File: config.mk
export PLATFORM = sky130hd
export DESIGN_NAME = umh_top
export DESIGN_NICKNAME = d
export VERILOG_FILES = /design/src/rtl/umh_pkg.sv /design/src/rtl/umh_sync3.sv /design/src/rtl/umh_top.sv
export SDC_FILE = /design/constraint.sdc
export NUM_CORES = 1
export LEC_CHECK = 0
export ABC_CLOCK_PERIOD_IN_PS = 2300
export CORE_AREA = 5 5 89 91
export CTS_CLUSTER_SIZE = 12
export DETAILED_ROUTE_END_ITERATION = 12
export DIE_AREA = 0 0 94 96
export DONT_BUFFER_PORTS = 1
export HOLD_SLACK_MARGIN = 0.15
export PLACE_DENSITY = 0.83
export SLEW_MARGIN = 0
export SYNTH_ARGS = -nofsm -noshare
export SYNTH_HDL_FRONTEND = slang
export SYNTH_SLANG_ARGS = --single-unit
File: constraint.sdc
create_clock -name CLOCK -period 2.3 [get_ports CLOCK]
set_clock_uncertainty 0.2 [all_clocks]
set_input_delay 0.23 -clock CLOCK [delete_from_list [all_inputs] [get_ports CLOCK]]
set_output_delay 0.23 -clock CLOCK [all_outputs]
set_load 0.01 [all_outputs]
File: src/rtl/umh_pkg.sv
package umh_pkg;
  localparam int NUM_PORTS = 2;
  // Synchronised inputs of one port, in this order.
  localparam int SIG_CTS = 0;
  localparam int SIG_DSR = 1;
  localparam int SIG_RI = 2;
  localparam int SIG_DCD = 3;
  localparam int SIG_RXD = 4;
  localparam int SIGS_PER_PORT = 5;
  localparam int MODEM_SIGS = 4;
  // Extra synchronised pins after the port groups.
  localparam int SIG_DTR_STRAP = NUM_PORTS * SIGS_PER_PORT;
  localparam int SIG_RESUME = SIG_DTR_STRAP + 1;
  localparam int SYNC_WIDTH = SIG_RESUME + 1;
  // Modem status register fields.
  localparam int STAT_DELTA_CTS = 0;
  localparam int STAT_DELTA_DSR = 1;
  localparam int STAT_TRAIL_RI = 2;
  localparam int STAT_DELTA_DCD = 3;
  localparam int STAT_CTS = 4;
  localparam int STAT_DSR = 5;
  localparam int STAT_RI = 6;
  localparam int STAT_DCD = 7;
  // Modem control register fields.
  localparam int CTRL_RTS = 0;
  localparam int CTRL_DTR = 1;
  localparam int CTRL_LOOP = 4;
  localparam logic [7:0] CTRL_RESET = 8'h00;
  // Interrupt enable field for modem status changes.
  localparam int IER_MODEM = 3;
  // Idle levels of the synchroniser: handshake pins idle high, resume reset held.
  localparam logic [SYNC_WIDTH-1:0] SYNC_RESET = {1'b0, {(SYNC_WIDTH-1){1'b1}}};
  localparam logic [MODEM_SIGS-1:0] SIG_IDLE = {MODEM_SIGS{1'b1}};
  typedef logic [7:0] umh_byte_t;
endpackage : umh_pkg

File: src/rtl/umh_sync3.sv
`timescale 1ns/10ps
module umh_sync3 #(
  parameter int WIDTH = 1,
  parameter logic [WIDTH-1:0] RESET_VAL = '0
) (
  input wire logic clk,
  input wire logic rst_n,
  input wire logic ce,
  input wire logic [WIDTH-1:0] d,
  output logic [WIDTH-1:0] q
);
  logic [WIDTH-1:0] stage1_reg;
  logic [WIDTH-1:0] stage2_reg;
  logic [WIDTH-1:0] stage3_reg;

  // ==========================================================
  // Three-stage capture; a level is accepted once stages two and three agree.
  always_ff @(posedge clk or negedge rst_n) begin
    if (!rst_n) begin
      stage1_reg <= RESET_VAL;
      stage2_reg <= RESET_VAL;
      stage3_reg <= RESET_VAL;
    end else if (ce) begin
      stage1_reg <= d;
      stage2_reg <= stage1_reg;
      stage3_reg <= stage2_reg;
    end
  end

  genvar i;
  generate
    for (i = 0; i < WIDTH; i++) begin : g_bit
      always_ff @(posedge clk or negedge rst_n) begin
        if (!rst_n) begin
          q[i] <= RESET_VAL[i];
        end else if (ce && (stage2_reg[i] == stage3_reg[i])) begin
          q[i] <= stage3_reg[i];
        end
      end
    end
  endgenerate
endmodule : umh_sync3

File: src/rtl/umh_top.sv
`timescale 1ns/10ps
module umh_top (
  input wire logic CLOCK,
  input wire logic RST_N,
  input wire logic CE,
  input wire logic RESUME_RESET_N,
  input wire logic [umh_pkg::NUM_PORTS-1:0] CTS_N,
  input wire logic [umh_pkg::NUM_PORTS-1:0] DSR_N,
  input wire logic [umh_pkg::NUM_PORTS-1:0] RING_INDICATOR_N,
  input wire logic [umh_pkg::NUM_PORTS-1:0] DCD_N,
  input wire logic [umh_pkg::NUM_PORTS-1:0] RXD,
  input wire logic [umh_pkg::NUM_PORTS-1:0] TX_DATA_IN,
  input wire logic [umh_pkg::NUM_PORTS-1:0] MODEM_STATUS_READ,
  input wire logic [umh_pkg::NUM_PORTS-1:0] MODEM_CONTROL_WE,
  input wire logic [umh_pkg::NUM_PORTS-1:0][7:0] MODEM_CONTROL_WDATA,
  input wire logic [umh_pkg::NUM_PORTS-1:0][7:0] INT_ENABLE,
  input wire logic [umh_pkg::NUM_PORTS-1:0] DTR_ENABLE,
  input wire logic DTR_STRAP_IN,
  output logic [umh_pkg::NUM_PORTS-1:0][7:0] MODEM_STATUS_REG,
  output logic [umh_pkg::NUM_PORTS-1:0][7:0] MODEM_CONTROL_REG,
  output logic [umh_pkg::NUM_PORTS-1:0] PORT_IRQ,
  output logic [umh_pkg::NUM_PORTS-1:0] DTR_N_OUT,
  output logic [umh_pkg::NUM_PORTS-1:0] DTR_OE,
  output logic [umh_pkg::NUM_PORTS-1:0] RTS_N,
  output logic [umh_pkg::NUM_PORTS-1:0] TXD,
  output logic [umh_pkg::NUM_PORTS-1:0] RX_DATA,
  output logic TEST_ENABLE
);
  import umh_pkg::*;

  // ==========================================================
  // Helpers.
  // A pin going low to high is a handshake line being released.
  function automatic logic [MODEM_SIGS-1:0] rise_of(input logic [MODEM_SIGS-1:0] prev,
                                                     input logic [MODEM_SIGS-1:0] cur);
    rise_of = ~prev & cur;
  endfunction : rise_of

  function automatic logic [MODEM_SIGS-1:0] change_of(input logic [MODEM_SIGS-1:0] prev,
                                                       input logic [MODEM_SIGS-1:0] cur);
    change_of = prev ^ cur;
  endfunction : change_of

  // ==========================================================
  // Input synchronisation.
  logic [SYNC_WIDTH-1:0] pins_raw;
  logic [SYNC_WIDTH-1:0] pins_sync;

  genvar p;
  generate
    for (p = 0; p < NUM_PORTS; p++) begin : g_pins
      assign pins_raw[p*SIGS_PER_PORT+SIG_CTS] = CTS_N[p];
      assign pins_raw[p*SIGS_PER_PORT+SIG_DSR] = DSR_N[p];
      assign pins_raw[p*SIGS_PER_PORT+SIG_RI] = RING_INDICATOR_N[p];
      assign pins_raw[p*SIGS_PER_PORT+SIG_DCD] = DCD_N[p];
      assign pins_raw[p*SIGS_PER_PORT+SIG_RXD] = RXD[p];
    end
  endgenerate
  assign pins_raw[SIG_DTR_STRAP] = DTR_STRAP_IN;
  assign pins_raw[SIG_RESUME] = RESUME_RESET_N;

  umh_sync3 #(
    .WIDTH(SYNC_WIDTH),
    .RESET_VAL(SYNC_RESET)
  ) u_sync (
    .clk(CLOCK),
    .rst_n(RST_N),
    .ce(CE),
    .d(pins_raw),
    .q(pins_sync)
  );

  // ==========================================================
  // Test-enable strap, caught from the terminal-ready pin while resume reset is held.
  logic test_enable_reg;

  always_ff @(posedge CLOCK or negedge RST_N) begin
    if (!RST_N) begin
      test_enable_reg <= 1'b0;
    end else if (CE && !pins_sync[SIG_RESUME]) begin
      test_enable_reg <= pins_sync[SIG_DTR_STRAP];
    end
  end
  assign TEST_ENABLE = test_enable_reg;

  // ==========================================================
  // Per-port handshake logic; the second port is an exact copy of the first.
  generate
    for (p = 0; p < NUM_PORTS; p++) begin : g_port
      logic [MODEM_SIGS-1:0] lvl_now;
      logic [MODEM_SIGS-1:0] lvl_prev_reg;
      logic [MODEM_SIGS-1:0] shown_reg;
      logic [MODEM_SIGS-1:0] rise;
      logic [MODEM_SIGS-1:0] change;
      logic [3:0] delta_reg;
      logic [3:0] delta_next;
      logic pending_reg;
      logic pending_next;
      logic irq_reg;
      umh_byte_t mcr_reg;
      logic dtr_n_reg;
      logic dtr_oe_reg;
      logic rts_n_reg;
      logic txd_reg;
      logic rxd_reg;

      assign lvl_now = pins_sync[p*SIGS_PER_PORT +: MODEM_SIGS];
      assign rise = rise_of(lvl_prev_reg, lvl_now);
      assign change = change_of(lvl_prev_reg, lvl_now);

      // Change flags: a new event in the read cycle survives the clear.
      always_comb begin
        delta_next = delta_reg & ~{4{MODEM_STATUS_READ[p]}};
        delta_next[STAT_DELTA_CTS] = delta_next[STAT_DELTA_CTS] | rise[SIG_CTS];
        delta_next[STAT_DELTA_DSR] = delta_next[STAT_DELTA_DSR] | rise[SIG_DSR];
        delta_next[STAT_TRAIL_RI] = delta_next[STAT_TRAIL_RI] | rise[SIG_RI];
        delta_next[STAT_DELTA_DCD] = delta_next[STAT_DELTA_DCD] | rise[SIG_DCD];
      end

      // Any state change of a modem line requests the port interrupt.
      always_comb begin
        pending_next = (pending_reg & ~MODEM_STATUS_READ[p]) | (|change);
      end

      // Line levels: the previous level feeds the edge detectors, the inverted copy feeds the status byte.
      always_ff @(posedge CLOCK or negedge RST_N) begin
        if (!RST_N) begin
          lvl_prev_reg <= SIG_IDLE;
          shown_reg <= ~SIG_IDLE;
        end else if (CE) begin
          lvl_prev_reg <= lvl_now;
          shown_reg <= ~lvl_now;
        end
      end

      // Change flags.
      always_ff @(posedge CLOCK or negedge RST_N) begin
        if (!RST_N) begin
          delta_reg <= '0;
        end else if (CE) begin
          delta_reg <= delta_next;
        end
      end

      // Pending modem interrupt, kept until the status is read.
      always_ff @(posedge CLOCK or negedge RST_N) begin
        if (!RST_N) begin
          pending_reg <= 1'b0;
        end else if (CE) begin
          pending_reg <= pending_next;
        end
      end

      // Interrupt output; the enable bit gates only the output.
      always_ff @(posedge CLOCK or negedge RST_N) begin
        if (!RST_N) begin
          irq_reg <= 1'b0;
        end else if (CE) begin
          irq_reg <= pending_next & INT_ENABLE[p][IER_MODEM];
        end
      end

      // Status register: levels shown as asserted-high copies of the low-active pins.
      always_comb begin
        MODEM_STATUS_REG[p] = '0;
        MODEM_STATUS_REG[p][STAT_DELTA_CTS +: MODEM_SIGS] = delta_reg;
        MODEM_STATUS_REG[p][STAT_CTS] = shown_reg[SIG_CTS];
        MODEM_STATUS_REG[p][STAT_DSR] = shown_reg[SIG_DSR];
        MODEM_STATUS_REG[p][STAT_RI] = shown_reg[SIG_RI];
        MODEM_STATUS_REG[p][STAT_DCD] = shown_reg[SIG_DCD];
      end
      assign PORT_IRQ[p] = irq_reg;

      // Modem control register.
      always_ff @(posedge CLOCK or negedge RST_N) begin
        if (!RST_N) begin
          mcr_reg <= CTRL_RESET;
        end else if (CE && MODEM_CONTROL_WE[p]) begin
          mcr_reg <= MODEM_CONTROL_WDATA[p];
        end
      end
      assign MODEM_CONTROL_REG[p] = mcr_reg;

      // Handshake outputs; terminal-ready stays undriven until enabled.
      always_ff @(posedge CLOCK or negedge RST_N) begin
        if (!RST_N) begin
          dtr_n_reg <= 1'b1;
          dtr_oe_reg <= 1'b0;
        end else if (CE) begin
          dtr_n_reg <= ~mcr_reg[CTRL_DTR];
          dtr_oe_reg <= DTR_ENABLE[p];
        end
      end

      // Request-to-send is held inactive while loop mode is on.
      always_ff @(posedge CLOCK or negedge RST_N) begin
        if (!RST_N) begin
          rts_n_reg <= 1'b1;
        end else if (CE) begin
          rts_n_reg <= ~mcr_reg[CTRL_RTS] | mcr_reg[CTRL_LOOP];
        end
      end
      assign DTR_N_OUT[p] = dtr_n_reg;
      assign DTR_OE[p] = dtr_oe_reg;
      assign RTS_N[p] = rts_n_reg;

      // Serial data: transmit is never gated by clear-to-send.
      always_ff @(posedge CLOCK or negedge RST_N) begin
        if (!RST_N) begin
          txd_reg <= 1'b1;
        end else if (CE) begin
          txd_reg <= TX_DATA_IN[p];
        end
      end

      // Receive data leaves the synchroniser with one more register stage.
      always_ff @(posedge CLOCK or negedge RST_N) begin
        if (!RST_N) begin
          rxd_reg <= 1'b1;
        end else if (CE) begin
          rxd_reg <= pins_sync[p*SIGS_PER_PORT+SIG_RXD];
        end
      end
      assign TXD[p] = txd_reg;
      assign RX_DATA[p] = rxd_reg;
    end
  endgenerate
endmodule : umh_top

==> metrics.cfg <==
[outcome]
outcome=finished, violations left
violations=negative hold slack

[grt]
antenna_found_initial=0
grt_use_total_pct=20.7
grt_first_pass_wirelength_mm=14.3
overflow=0
use_met3_pct=6.88
grt_max_degree=104
met2_usage_pct=34.6
use_met1_pct=24.5
grt_pass1_vias=2929
busiest_layer=met2

[logic_synthesis]
synth_top_area_share_pct=35.9
synth_nets=382
netlist_area_sq_um=4390
synthDistinctLibCells=23
synth_edf_count=0
synth_commonest_cells=60 x dfstp_2, 43 x dfrtp_1, 39 x mux2_2
postSynth.asyncResetShare_pct=100
yosysMostFrequentCell=dfstp_2
synth_seq_area_share_pct=60.5
yosys.area.top_type=dfstp_2
syn_inst=319
synthFlopType=dfstp_2
ys_warn_count=0
ys_top_cells_by_area=dfstp_2 36%, dfrtp_1 25%, mux2_2 10%, mux2_4 4.8%, a22o_1 2.8%
ys_ff_latch=103
avgSynthCellArea_sq_um=13.7

[die]
core_area_sq_um=7060
rows=31
fp.dieArea_sq_um=9020
initial_core_util_pct=62.1
ios=100
chipHeight_microns=96
die_x_microns=94

[clock_network]
clkTransAtPathRegs_ns=0.09
postCtsHoldBufs=100
cts_setup_buffers=0
cts_buffers=9
insertion_delay_ns=0.35
cts_root_buf=clkbuf_8
tritoncts=yes
clk_path_buf_depth=2
cts_max_level=3
cts_resized=0
cts_sinks=103

[detailed_routing]
vias_per_cell=5.40
dr_total_vias=2740
wl_per_cell_microns=17.1
drt_iter0_markers=78
drtAntennaViolNets=0
dr.pass1.iters=4
wl_mm=8.68
post-route-drc-count=0

[worst_setup_path]
critPathKind=reg -> reg
required_ns=2.39
end_kind=flop
startpoint_type=flop
cp.arrival_ns=2.16
worst-path-max-fanout=2

[timing]
max_slew_margin_pct=82.7
hold_viol=103
rsz0062_at_grt=no
fmax_mhz=484
hold_ws_ns=-0.639
tightestPinTransition_ns=0.260
finalSetupTns_ns=0
min_period_ns=2.07
finalSetupViolCount=0
finalCritPeriodShare_pct=89.9
drv_slew=0

[layout]
drive_gt1_share_pct=32.1
syn2layout_area_growth_pct=26.8
largest_reg_flops=16
nets=467
diodes=0

[place]
hpwl_mm=4.28
port_buffers=0
place.gp.congestion=0.693

[min_path]
hold_path_class=in -> async

[power]
vdd_drop_max_v=0.000422
leakage_nw=2.45
p_per_area_nw_per_um2=952

[run]
maxCapViolations=0

[per-layer routing]
metal	vias up	wire length, microns
met3	19	642
met4	0	184
met1	1382	3350
met2	94	4500
met5	-	0
li1	1245	-
[layout by cell type (no fill, tap or decap)]
cell / n
dfstp_2: 60
bufinv_16: 3
nand2_1: 16
nand2_4: 2
clkbuf_8: 9
o21ai_0: 14
dlygate4sd3_1: 99
nand2b_1: 14
buf_16: 1
a21oi_1: 6
mux2i_1: 12
inv_6: 1
ha_1: 8
nor2_1: 4
o2bb2ai_1: 6
and4_1: 2
inv_1: 26
a21o_1: 6
dfrtp_1: 43
a22o_1: 14
mux2_2: 39
mux2_4: 14
a31oi_1: 6
clkinv_2: 2
nor2b_1: 1
[worst max-delay path, stage by stage, from the launching register on]
cell and delay (ns):
dfstp_2 0.52, inv_1 0.05, ha_1 0.28, and4_1 0.21
a31oi_1 0.16, dlygate4sd3_1 0.56
[stage by stage]
stage                     util (%)  area, sq um  power, mW  worst slack [ns]  instances
after global placement        61.1         4310       3.51             0.844        392
final                         78.8         5560       5.30             0.233        507
after CTS                     78.8         5560       5.27             0.262        507
after floorplan                  -         4390       3.45             0.900        319
after global routing          78.8         5560       5.59             0.175        507
after detailed placement      61.1         4310       3.56             0.799        392
[logic make-up after synthesis]
| family | synth area share [%] |
|---|---|
| DFF | 60.5 |
| muxes | 17.5 |
| AOI/OAI and AO/OA | 8.16 |
| buffers and inverters | 6.76 |
| and+or+nand+nor | 4.76 |
| adders and majority gates | 2.28 |
[area by class of cell]
type,count,area [sq um]
flip-flops and latches,103,2650
fillers,424,1500
clock buffers,9,124
clock inverters,6,109
inverters,26,97.6
repair buffers,100,1020
well taps,99,124
multi-input cells,164,1440
[path summary, 6_finish.rpt]
| kind | start | to | slack, ns | cells after the start |
|---|---|---|---|---|
| min | RST_N | g_port[0].mcr_reg[6] | -0.64 | 0 |
| min in group CLOCK | CE | g_port[0].rts_n_reg | 0.28 | 2 |
| max reg2reg | g_port[1].lvl_prev_reg[2] | g_port[1].pending_reg | 0.23 | 5 |
| min reg2reg | u_sync.stage3_reg[3] | u_sync.q[3] | 0.29 | 2 |
| max in group asynchronous | RST_N | u_sync.q[8] | 2.30 | 0 |
| max | g_port[1].lvl_prev_reg[2] | g_port[1].pending_reg | 0.23 | 5 |
[power breakdown]
group / switching [mW] / total, mW / internal (mW)
clock: 0.585 / 1.30 / 0.717
sequential: 0.459 / 2.88 / 2.42
combinational: 0.364 / 1.12 / 0.752
total: 1.41 / 5.30 / 3.89
Note: power is estimated with default switching activity, not from simulation.
